## src/rtl/qpis_pkg.sv

```systemverilog
// Purpose: Shared constants and types of the quad phase instruction sequencer
// Assumes: 32-bit APB register bus, 14-bit instruction words, 8-bit data memory
// Notes:   Register offsets are byte addresses

package qpis_pkg;

    // ==========================================================
    // Register map
    localparam logic [7:0] QPIS_CTRL_OFS = 8'h00;
    localparam logic [7:0] QPIS_GPIO_OFS = 8'h04;
    localparam logic [7:0] QPIS_STAT_OFS = 8'h08;
    localparam logic [7:0] QPIS_IR_OFS = 8'h0C;
    localparam logic [7:0] QPIS_WREG_OFS = 8'h10;

    // Control fields: mode[2:0], clock out enable, master clear enable, run
    localparam int QPIS_CTRL_MODE_POS = 0;
    localparam int QPIS_CTRL_CKO_POS = 3;
    localparam int QPIS_CTRL_MASTER_CLEAR_N_POS = 4;
    localparam int QPIS_CTRL_RUN_POS = 5;
    // Pin fields: out[1:0] then drive[3:2]; bit 0 is gp_four, bit 1 is gp_five
    localparam int QPIS_GPIO_OUT_POS = 0;
    localparam int QPIS_GPIO_DIR_POS = 2;
    localparam int QPIS_GPIO_IN_POS = 4;
    // Status fields: phase[3:0], flush, pc from bit 8
    localparam int QPIS_STAT_FLUSH_POS = 4;
    localparam int QPIS_STAT_PC_POS = 8;

    // ==========================================================
    // Oscillator modes
    typedef enum logic [2:0] {
        OSC_LOW_POWER_XTAL = 3'h0,
        OSC_STD_XTAL = 3'h1,
        OSC_HIGH_SPEED_XTAL = 3'h2,
        OSC_INTERNAL_RC = 3'h4,
        OSC_EXTERNAL_RC = 3'h5
    } qpis_osc_type;

    typedef struct packed {
        logic run;
        logic master_clear_n_en;
        logic instr_rate_clock_out_en;
        qpis_osc_type mode;
    } qpis_ctrl_type;

    localparam qpis_ctrl_type QPIS_CTRL_RST = '{run: 1'b0, master_clear_n_en: 1'b1, instr_rate_clock_out_en: 1'b0,
                                                mode: OSC_STD_XTAL};

    // One-hot phase state
    typedef enum logic [3:0] {
        PHASE_ONE = 4'h1,
        PHASE_TWO = 4'h2,
        PHASE_THREE = 4'h4,
        PHASE_FOUR = 4'h8
    } qpis_phase_type;

    // ==========================================================
    // Instruction encoding
    localparam int QPIS_IW = 14;
    localparam logic [13:0] QPIS_NOP = 14'h0000;
    localparam logic [2:0] QPIS_JUMP_OP = 3'h5;
    localparam logic [1:0] QPIS_BYTE_OP = 2'h0;
    localparam logic [3:0] QPIS_FN_NONE = 4'h0;
    localparam logic [3:0] QPIS_FN_DEC = 4'h3;
    localparam logic [3:0] QPIS_FN_MOVE = 4'h8;
    localparam logic [3:0] QPIS_FN_COMP = 4'h9;
    localparam logic [3:0] QPIS_FN_INC = 4'hA;

    typedef struct packed {
        logic we;
        logic [6:0] addr;
        logic [7:0] data;
    } qpis_dwr_type;

endpackage : qpis_pkg

```

## src/rtl/qpis_core.sv

```systemverilog
// Purpose: Four-phase fetch/execute sequencer with oscillator pin roles
// Assumes: All inputs except presetn synchronous to pclk; program memory answers combinationally
// Notes:   APB slave with zero wait states; unmapped addresses answer pslverr
//
// Chosen here: the register addresses and the APB register port.

`timescale 1ns/1ps
`default_nettype none

module qpis_core
    import qpis_pkg::*;
#(
    parameter int PC_W = 10
) (
    // Clock and reset
    input wire logic pclk,
    input wire logic presetn,
    // APB slave
    input wire logic psel,
    input wire logic penable,
    input wire logic pwrite,
    input wire logic [7:0] paddr,
    input wire logic [31:0] pwdata,
    output logic [31:0] prdata,
    output logic pready,
    output logic pslverr,
    // Program memory
    output logic [PC_W-1:0] pmem_addr,
    input wire logic [QPIS_IW-1:0] pmem_data,
    // Data memory
    output logic [6:0] dmem_raddr,
    output logic dmem_rd,
    input wire logic [7:0] dmem_rdata,
    output qpis_dwr_type dmem_wr,
    // Shared pins
    input wire logic master_clear_n,
    input wire logic gp_four_i,
    output logic gp_four_o,
    output logic gp_four_oe,
    input wire logic gp_five_i,
    output logic gp_five_o,
    output logic gp_five_oe,
    output logic osc_output_pin_en,
    output logic osc_input_pin_en
);

    initial begin
        if (PC_W < 1 || PC_W > 11) begin
            $error("PC_W must be 1 to 11");
        end
    end

    function automatic logic is_jump(input logic [QPIS_IW-1:0] w);
        return w[13:11] == QPIS_JUMP_OP;
    endfunction : is_jump

    function automatic logic is_byte(input logic [QPIS_IW-1:0] w);
        return w[13:12] == QPIS_BYTE_OP && w[11:8] != QPIS_FN_NONE;
    endfunction : is_byte

    function automatic logic is_xtal(input qpis_osc_type m);
        return m == OSC_LOW_POWER_XTAL || m == OSC_STD_XTAL || m == OSC_HIGH_SPEED_XTAL;
    endfunction : is_xtal

    // ==========================================================
    // Phases and control
    qpis_phase_type phase;
    qpis_ctrl_type ctrl_q;
    logic [3:0] gpio_q;
    logic master_clear_n_hit;
    logic active;

    qpis_phase_gen u_phase (
        .pclk(pclk),
        .presetn(presetn),
        .phase(phase)
    );

    assign master_clear_n_hit = ctrl_q.master_clear_n_en && !master_clear_n;
    assign active = ctrl_q.run && !master_clear_n_hit;

    // ==========================================================
    // Pipeline state
    logic [PC_W-1:0] pc_q;
    logic [PC_W-1:0] faddr_q;
    logic [QPIS_IW-1:0] fetch_q;
    logic fetch_valid_q;
    logic [QPIS_IW-1:0] ir_q;
    logic [7:0] w_q;
    logic [7:0] result_q;
    logic jump_now;

    assign jump_now = active && phase == PHASE_FOUR && is_jump(ir_q);

    // Program counter: step at phase one, load target at end of a jump
    always_ff @(posedge pclk or negedge presetn) begin
        if (!presetn) begin
            pc_q <= '0;
            faddr_q <= '0;
        end else if (master_clear_n_hit) begin
            pc_q <= '0;
            faddr_q <= '0;
        end else if (active && phase == PHASE_ONE) begin
            faddr_q <= pc_q;
            pc_q <= pc_q + 1'b1;
        end else if (jump_now) begin
            pc_q <= ir_q[PC_W-1:0];
        end
    end

    assign pmem_addr = faddr_q;

    // Fetch register; a jump invalidates the word fetched alongside it
    always_ff @(posedge pclk or negedge presetn) begin
        if (!presetn) begin
            fetch_q <= QPIS_NOP;
            fetch_valid_q <= 1'b0;
        end else if (master_clear_n_hit) begin
            fetch_q <= QPIS_NOP;
            fetch_valid_q <= 1'b0;
        end else if (active && phase == PHASE_FOUR) begin
            fetch_q <= pmem_data;
            fetch_valid_q <= !is_jump(ir_q);
        end
    end

    // Instruction register loads at phase one, so fetch and execute overlap
    always_ff @(posedge pclk or negedge presetn) begin
        if (!presetn) begin
            ir_q <= QPIS_NOP;
        end else if (master_clear_n_hit) begin
            ir_q <= QPIS_NOP;
        end else if (active && phase == PHASE_ONE) begin
            ir_q <= fetch_valid_q ? fetch_q : QPIS_NOP;
        end
    end

    // ==========================================================
    // Execute: operand read in phase two, result registered at the end of phase two
    assign dmem_raddr = ir_q[6:0];
    assign dmem_rd = active && phase == PHASE_TWO && is_byte(ir_q);

    always_ff @(posedge pclk or negedge presetn) begin
        if (!presetn) begin
            result_q <= 8'h00;
        end else if (dmem_rd) begin
            unique case (ir_q[11:8])
                QPIS_FN_INC: result_q <= dmem_rdata + 8'h01;
                QPIS_FN_DEC: result_q <= dmem_rdata - 8'h01;
                QPIS_FN_COMP: result_q <= ~dmem_rdata;
                default: result_q <= dmem_rdata;
            endcase
        end
    end

    // Destination write in phase four, to data memory or the accumulator
    always_comb begin
        dmem_wr.we = active && phase == PHASE_FOUR && is_byte(ir_q) && ir_q[7];
        dmem_wr.addr = ir_q[6:0];
        dmem_wr.data = result_q;
    end

    always_ff @(posedge pclk or negedge presetn) begin
        if (!presetn) begin
            w_q <= 8'h00;
        end else if (active && phase == PHASE_FOUR && is_byte(ir_q) && !ir_q[7]) begin
            w_q <= result_q;
        end
    end

    // ==========================================================
    // Shared pins
    logic instr_rate_clock_out_mode;

    assign instr_rate_clock_out_mode = ctrl_q.instr_rate_clock_out_en
        && (ctrl_q.mode == OSC_EXTERNAL_RC || ctrl_q.mode == OSC_INTERNAL_RC);

    // High during phases one and two, one pulse per instruction cycle
    always_ff @(posedge pclk or negedge presetn) begin
        if (!presetn) begin
            gp_four_o <= 1'b0;
            gp_five_o <= 1'b0;
        end else begin
            gp_four_o <= instr_rate_clock_out_mode ? (phase == PHASE_FOUR || phase == PHASE_ONE)
                                     : gpio_q[QPIS_GPIO_OUT_POS];
            gp_five_o <= gpio_q[QPIS_GPIO_OUT_POS+1];
        end
    end

    // Crystal pins are analog; the digital driver must stay off
    assign osc_output_pin_en = is_xtal(ctrl_q.mode);
    assign gp_four_oe = !is_xtal(ctrl_q.mode) && (instr_rate_clock_out_mode || gpio_q[QPIS_GPIO_DIR_POS]);
    assign osc_input_pin_en = ctrl_q.mode != OSC_INTERNAL_RC;
    assign gp_five_oe = ctrl_q.mode == OSC_INTERNAL_RC && gpio_q[QPIS_GPIO_DIR_POS+1];

    // ==========================================================
    // APB slave, zero wait states
    logic wr_en;
    logic mapped;

    assign pready = 1'b1;
    assign wr_en = psel && penable && pwrite;
    assign mapped = paddr == QPIS_CTRL_OFS || paddr == QPIS_GPIO_OFS
        || paddr == QPIS_STAT_OFS || paddr == QPIS_IR_OFS || paddr == QPIS_WREG_OFS;
    assign pslverr = psel && penable && !mapped;

    always_ff @(posedge pclk or negedge presetn) begin
        if (!presetn) begin
            ctrl_q <= QPIS_CTRL_RST;
        end else if (wr_en && paddr == QPIS_CTRL_OFS) begin
            ctrl_q.mode <= qpis_osc_type'(pwdata[QPIS_CTRL_MODE_POS +: 3]);
            ctrl_q.instr_rate_clock_out_en <= pwdata[QPIS_CTRL_CKO_POS];
            ctrl_q.master_clear_n_en <= pwdata[QPIS_CTRL_MASTER_CLEAR_N_POS];
            ctrl_q.run <= pwdata[QPIS_CTRL_RUN_POS];
        end
    end

    always_ff @(posedge pclk or negedge presetn) begin
        if (!presetn) begin
            gpio_q <= 4'h0;
        end else if (wr_en && paddr == QPIS_GPIO_OFS) begin
            gpio_q <= pwdata[3:0];
        end
    end

    // Read data is registered in the setup cycle so it is valid in the access phase
    always_ff @(posedge pclk or negedge presetn) begin
        if (!presetn) begin
            prdata <= 32'h0000_0000;
        end else if (psel && !penable && !pwrite) begin
            prdata <= 32'h0000_0000;
            unique case (paddr)
                QPIS_CTRL_OFS: begin
                    prdata[QPIS_CTRL_MODE_POS +: 3] <= ctrl_q.mode;
                    prdata[QPIS_CTRL_CKO_POS] <= ctrl_q.instr_rate_clock_out_en;
                    prdata[QPIS_CTRL_MASTER_CLEAR_N_POS] <= ctrl_q.master_clear_n_en;
                    prdata[QPIS_CTRL_RUN_POS] <= ctrl_q.run;
                end
                QPIS_GPIO_OFS: begin
                    prdata[3:0] <= gpio_q;
                    prdata[QPIS_GPIO_IN_POS] <= gp_four_i;
                    prdata[QPIS_GPIO_IN_POS+1] <= gp_five_i;
                end
                QPIS_STAT_OFS: begin
                    prdata[3:0] <= phase;
                    prdata[QPIS_STAT_FLUSH_POS] <= !fetch_valid_q;
                    prdata[QPIS_STAT_PC_POS +: PC_W] <= pc_q;
                end
                QPIS_IR_OFS: prdata[QPIS_IW-1:0] <= ir_q;
                QPIS_WREG_OFS: prdata[7:0] <= w_q;
                default: prdata <= 32'h0000_0000;
            endcase
        end
    end
endmodule : qpis_core

`default_nettype wire

```

## src/rtl/qpis_phase_gen.sv

```systemverilog
// Purpose: Divide the input clock by four into four one-hot phases
// Assumes: presetn asynchronous, active low
// Notes:   Phase one is active in the first cycle after reset release

`timescale 1ns/1ps
`default_nettype none

module qpis_phase_gen
    import qpis_pkg::*;
(
    // Clock and reset
    input wire logic pclk,
    input wire logic presetn,
    // Phase
    output qpis_phase_type phase
);

    qpis_phase_type phase_q;
    qpis_phase_type phase_d;

    always_comb begin
        unique case (phase_q)
            PHASE_ONE: phase_d = PHASE_TWO;
            PHASE_TWO: phase_d = PHASE_THREE;
            PHASE_THREE: phase_d = PHASE_FOUR;
            PHASE_FOUR: phase_d = PHASE_ONE;
            default: phase_d = PHASE_ONE;
        endcase
    end

    always_ff @(posedge pclk or negedge presetn) begin
        if (!presetn) begin
            phase_q <= PHASE_ONE;
        end else begin
            phase_q <= phase_d;
        end
    end

    assign phase = phase_q;
endmodule : qpis_phase_gen

`default_nettype wire

```

## config.mk

```make
export PLATFORM = sky130hd
export DESIGN_NAME = qpis_core
export DESIGN_NICKNAME = d
export VERILOG_FILES = /design/src/rtl/qpis_pkg.sv /design/src/rtl/qpis_core.sv /design/src/rtl/qpis_phase_gen.sv
export SDC_FILE = /design/constraint.sdc
export NUM_CORES = 1
export LEC_CHECK = 0
export ABC_AREA = 0
export ABC_CLOCK_PERIOD_IN_PS = 3800
export BUFFER_PORTS_ARGS = -buffer_cell sky130_fd_sc_hd__buf_2
export CAP_MARGIN = 20
export CORE_ASPECT_RATIO = 0.75
export CORE_MARGIN = 1
export CORE_UTILIZATION = 45
export CTS_BUF_LIST = sky130_fd_sc_hd__clkbuf_4 sky130_fd_sc_hd__clkbuf_8
export CTS_CLUSTER_DIAMETER = 150
export DETAILED_ROUTE_END_ITERATION = 16
export GPL_TIMING_DRIVEN = 1
export HOLD_SLACK_MARGIN = 0.12
export PLACE_DENSITY_LB_ADDON = 0.12
export SYNTH_ARGS = -nofsm -noshare
export SYNTH_HDL_FRONTEND = slang
export SYNTH_HIERARCHICAL = 1
export SYNTH_SLANG_ARGS = --single-unit
```

## constraint.sdc

```tcl
create_clock -name pclk -period 3.8 [get_ports pclk]
set_input_delay 0 -clock pclk [delete_from_list [all_inputs] [get_ports pclk]]
set_output_delay 0 -clock pclk [all_outputs]
set_load 0.05 [all_outputs]
```

==> results of run 1 <==
worst max-delay path, cell delays in order, from the launching register on:
cell and delay [ps]:
dfrtp_1 510, nand4bb_1 470, xnor2_1 240, ha_1 260, or4_1 510, a31oi_1 210, xnor2_1 160, o21ai_1 70
worst max path at each step:
stage | from | endpoint | slack, ps | cells past startpoint
after floorplan | ir_q[11] | result_q[6] | 1620 | 9
after global placement | ir_q[11] | result_q[6] | 1300 | 7
after detailed placement | ir_q[11] | result_q[6] | 1270 | 7
after CTS | ir_q[11] | result_q[6] | 1250 | 7
after global routing | ir_q[11] | result_q[6] | 1090 | 7
final | ir_q[11] | result_q[6] | 1220 | 7
state kept, by name, summed over array words and instances (netlist names):
signal and cells:
pmem_addr 10, prdata 18, fetch_valid_q 1, gp_five_o 1
result_q 8, gpio_q 4, ctrl_q 6, u_phase/phase 4
fetch_q 14, w_q 8, gp_four_o 1, pc_q 10
ir_q 14
metrics by stage:
stage	hold slack, ps	instances	worst slack [ps]	total power, uW	area [um2]
after global placement	174.0	701	1304	1391	5431
final	145.7	748	1221	2070	5941
after detailed placement	188.5	701	1269	1396	5431
after CTS	132.6	747	1245	2091	5933
after floorplan	-295.6	514	1617	1328	5060
after global routing	175.2	748	1087	2162	5941
power by group through the flow:
stage	clock network (uW)	registers [uW]	logic (uW)
3_5_place_dp	0	1170	229
6_report	671	1150	253
4_1_cts	691	1150	254
3_3_place_gp	0	1170	225
5_1_grt	729	1150	279
2_1_floorplan	0	1160	172
layer usage:
metal  GRT usage  vias up  part of all wire
li1            -     1999                 -
met1      0.3319     1988              0.49
met2      0.3194      148              0.43
met3     0.04512       17             0.059
met4     0.07932        0             0.022
met5           0        -                 0
cell usage after synthesis (all sizes together), types with 5 or more instances:
cell type	instances	area [um2]
nand2b	5	31.28
a31oi	9	56.30
clkbuf	17	65.06
o21ai	40	200.2
nor2	30	120.1
nand2	60	225.2
inv	13	48.80
xnor2	5	43.79
nor4	5	52.55
mux2	18	202.7
nor2b	5	31.28
nor3	8	56.31
dfrtp	96	2402
buf	39	284.0
a22oi	13	97.59
a22o	21	183.9
mux2i	7	70.07
a21oi	21	105.1
nand3	10	50.05
a222oi	6	60.06
nand4	8	50.05
and3	6	37.54
cell families after synthesis:
logic type	synth area share
compound gates	0.1758
xor+xnor	0.01398
fa+ha+maj	0.004993
buf+inv	0.07940
flops	0.4951
mux	0.05443
other cells	0.001499
simple gates	0.1748
repair_timing:
item	CTS	global route
hold buffers	31	0
hold endpoints to repair	100	0
setup buffers	0	0
cell type report:
type	count	area [um2]	share of cell area
Multi-Input combinational cell	346	2181	0.3671
Clock buffer	11	138.9	0.02338
Inverter	13	48.80	0.008214
Sequential cell	99	2481	0.4176
Tap cell	136	170.2	0.02864
Timing Repair Buffer	139	868.3	0.1462
Clock inverter	4	52.55	0.008846
==> out/metrics.yaml, run 1 <==
cts_tree: "done"
holdCritPathClass: "input port to flop"
synth_warnings: 6
final_util: 0.5620
slew_viol_final: 0
ys_seq_area_frac: 0.4951
finalClockSkew_ps: 11.19
grt_pass1_wl_um: 19440
synth_edf_count: 0
syn_area_per_cell_um2: 10.00
syn_area_um2: 5011
synth_cells: 501
min_to: "prdata[5]"
grt_max_degree: 71
num_vias: 4152
ant_nets: 0
reg2reg_from: "ir_q[11]"
setup_violations: 0
nNetsFinal: 680
io_pins: 144
drc: 0
rows: 32
worstReg2RegEnd: "result_q[6]"
comb_power_share: 0.122
drt_pass1_iterations: 7
routedWlPerCell_um: 16.47
power_frac_clock: 0.324
grt_overflow: 0
ctsHtreeMaxLevel: 3
worstMarginPinSlew_ps: 1061
final_cell_mix: "buf_2, dfrtp_1, nand2_1"
hold_viol: 0
clock_sinks: 99
swShare: 0.2738
rr_worst_depth: 7
ir_drop_uv: 263.9
routed_wl_um: 12320
start_util: 0.4741
die_w_um: 123.9
tns_ps: 0
crit_type: "flop to flop"
drive_gt1_frac: 0.2516
place.gp.congestion: 0.8506
cts_resized: 0
fp.dieH_um: 93.39
final_common_cell: "buf_2"
grt_pass1_vias: 3747
drt_iter0_drc: 327
final.fill_count: 989
ff2ff_setup_slack_ps: 1220
clk_latency_ps: 370
path_clk_slew_ps: 90
endpoint_kind: "flop"
p_int_uw: 1503
grt_util_all_layers: 0.2234
max_freq_ghz: 0.3878
cts_buffers: 9
status: "finished clean"
crit_path_start_kind: "flop"
io_buffers: 102
period_minus_slack_ps: 2579
post_synth_num_cell_types: 62
ys_ff_latch: 99
hp-start: "paddr[3]"
ys.flop_type: "dfrtp_1"
antennaDiodeCount: 0
post-dp-hpwl_um: 8715
cp_data_arrival_time_ps: 2800
hold_depth: 3
ctsRootBufferMaster: "clkbuf_8"
synthToLayoutAreaGrowth_pct: 18.55
fin_crit_sh: 0.6787
power_density_nw_per_um2: 348.4
p_sw_uw: 566.8
viasPerCell: 5.551
p_seq_frac: 0.554
p_leak_uw: 0.002892
grt_antenna_before_repair: 0
grt_setup_unrepaired: "no"
max_slew_margin: 0.2870
cap_violations: 0
async_flop_share: 1.000
cp_max_fo: 9
clockBufferDepth: 2
dieArea_um2: 11570
core_area_um2: 10570
crit_required_ps: 4020
Note: power is estimated with default switching activity, not from simulation.
==> run 2, diff against run 1 <==
--- a/config.mk
+++ b/config.mk
@@ -6,7 +6,7 @@
 export NUM_CORES = 1
 export LEC_CHECK = 0
 export ABC_AREA = 0
-export ABC_CLOCK_PERIOD_IN_PS = 3800
+export ABC_CLOCK_PERIOD_IN_PS = 2250
 export BUFFER_PORTS_ARGS = -buffer_cell sky130_fd_sc_hd__buf_2
 export CAP_MARGIN = 20
 export CORE_ASPECT_RATIO = 0.75
==> constraint.sdc (replaced) <==
create_clock -name pclk -period 2.25 [get_ports pclk]
set_input_delay 0 -clock pclk [delete_from_list [all_inputs] [get_ports pclk]]
set_output_delay 0 -clock pclk [all_outputs]
set_load 0.05 [all_outputs]
==> run 2 against run 1 <==
  * Non-clock buffer count is 21 higher
  * Clock skew is 5.4 ps lower
  * Critical path depth is 1 lower
  * Routed wire length is 4.0% higher
  * Critical path type unchanged
  * Largest power group unchanged
  * Highest routed layer unchanged
==> out/metrics.yaml, run 2 (synthesized netlist as in run 1, its figures left out) <==
drc: 0  # unchanged
status: "finished clean"  # unchanged
path_clk_slew_ps: 90  # about the same
largest-register: "prdata"  # unchanged
start_util: 0.4741  # unchanged
ctsRootBufferMaster: "clkbuf_8"  # unchanged
cap_violations: 0  # unchanged
crit_path_max_incr_delay_ps: 550  # was 510 ps
crit_path_start_kind: "flop"  # unchanged
clockBufferDepth: 2  # unchanged
hold_ws_ps: 167.9  # was 145.7 ps
largestRegisters: "prdata: 18 flops, fetch_q: 14 flops, ir_q: 14 flops"  # unchanged
largest_register_ffs: 18  # unchanged
power.total_uw: 3436  # was 2070 uW
dieArea_um2: 11570  # unchanged
core_area_um2: 10570  # unchanged
grt_util_all_layers: 0.2372  # was 0.2234
place.gp.congestion: 0.8491  # was 0.8506
io_buffers: 102  # unchanged
grt_setup_unrepaired: "no"  # unchanged
hold_viol: 0  # unchanged
clock_sinks: 99  # unchanged
ir_drop_uv: 374.4  # was 263.9 uV
grt_overflow: 0  # unchanged
power_density_nw_per_um2: 561.2  # was 348.4 nW/um2
final_common_cell: "buf_2"  # unchanged
synthToLayoutAreaGrowth_pct: 22.17  # was 18.55%
crit_required_ps: 2550  # was 4020 ps
slew_viol_final: 0  # unchanged
antennaDiodeCount: 0  # unchanged
drive_gt1_frac: 0.2717  # was 0.2516
period_minus_slack_ps: 2111  # was 2579 ps
ant_nets: 0  # unchanged
finalClockSkew_ps: 5.765  # was 11.19 ps
worstPathCellList: "or3b_4, nor3_4, buf_6, nand2_1, a21oi_1, dlygate4sd3_1"  # was nand4bb_1, xnor2_1, ha_1, or4_1, a31oi_1, xnor2_1, o21ai_1
viasPerCell: 5.554  # was 5.551
nNetsFinal: 701  # was 680
drt_pass1_iterations: 5  # was 7
grt_max_degree: 55  # was 71
endpoint_kind: "flop"  # unchanged
crit_type: "flop to flop"  # unchanged
ff2ff_setup_slack_ps: 140  # was 1220 ps
grt_antenna_before_repair: 0  # unchanged
rows: 32  # unchanged
cts_setup_buffers: 0  # unchanged
crit_slowest_cell: "dlygate4sd3_1"  # was dfrtp_1
ctsHtreeMaxLevel: 3  # unchanged
grt_pass1_wl_um: 20750  # was 19,440 um
die_w_um: 123.9  # unchanged
cp_data_arrival_time_ps: 2410  # was 2800 ps
max_slew_margin: 0.5546  # was 0.2870
tns_ps: 0  # unchanged
fin_crit_sh: 0.9383  # was 0.6787
drt_iter0_drc: 279  # was 327
fp.dieH_um: 93.39  # unchanged
cts_buffers: 9  # unchanged
fin_area_um2: 6122  # was 5941 um2
post-dp-hpwl_um: 9204  # was 8715 um
clk_latency_ps: 360  # was 370 ps
holdCritPathClass: "input port to flop"  # unchanged
cp_max_fo: 24  # was 9
max_freq_ghz: 0.4737  # was 0.3878 GHz
num_vias: 4271  # was 4,152
final_util: 0.5792  # was 0.5620
setup_violations: 0  # unchanged
p_leak_uw: 0.002996  # was 0.002892 uW
routedWlPerCell_um: 16.66  # was 16.47 um
final_cell_mix: "buf_2, dfrtp_1, nand2_1"  # unchanged
io_pins: 144  # unchanged
grt_pass1_vias: 4061  # was 3,747
cts_tree: "done"  # unchanged
placed_area_um2: 5575  # was 5431 um2
routed_wl_um: 12810  # was 12,320 um
worstMarginPinSlew_ps: 668.1  # was 1061 ps
[run 2: final cells by class]
class | instances | area [um2]
repair buffers | 160 | 1059
flip-flops and latches | 99 | 2481
well taps | 136 | 170.2
clock buffers | 11 | 145.1
fillers | 974 | 4448
clock inverters | 4 | 27.53
multi-input cells | 346 | 2191
inverters | 13 | 48.80
[run 2: worst paths after layout]
kind                       cells past startpoint                to             start
setup / recovery                               6        fetch_q[7]  u_phase/phase[2]
hold / removal                                 4         prdata[1]          paddr[3]
setup reg to reg                               6        fetch_q[7]  u_phase/phase[2]
hold reg to reg                                0         gp_five_o         gpio_q[1]
max in group asynchronous                      3  u_phase/phase[0]           presetn
min in group asynchronous                      2         gpio_q[3]           presetn
[run 2: worst max-delay path, delay by kind of cell, from the launching register on]
family          cells  cell delay, ps
flops               1             390
simple gates        3             760
buf+inv             2             760
compound gates      1             130
[run 2: per-stage QoR]
step	setup slack [ps]	std cells
floorplan	66.87	514
detailed placement	209.2	718
global route	54.69	769
finish	138.7	769
global placement	212.9	717
CTS	66.47	769
[run 2: repair_timing]
item | CTS | global route
setup endpoints to repair | 0 | 5
hold buffers | 36 | 0
endpoints found under the hold margin | 85 | 0
resized for setup | 0 | 3
[run 2: where the power goes]
part / total, uW / leakage [uW] / internal [uW] / switching [uW]
registers: 1930 / 0.00133 / 1860 / 71.0
clock network: 1040 / 0.0000809 / 437 / 599
logic: 472 / 0.00158 / 178 / 294
[run 2: layer usage]
layer | GRT usage | up-vias | share of wire
met1 | 0.3444 | 2069 | 0.48
met3 | 0.04329 | 8 | 0.062
met2 | 0.3648 | 159 | 0.45
li1 | - | 2035 | -
met4 | 0.05723 | 0 | 0.0090
met5 | 0 | - | 0
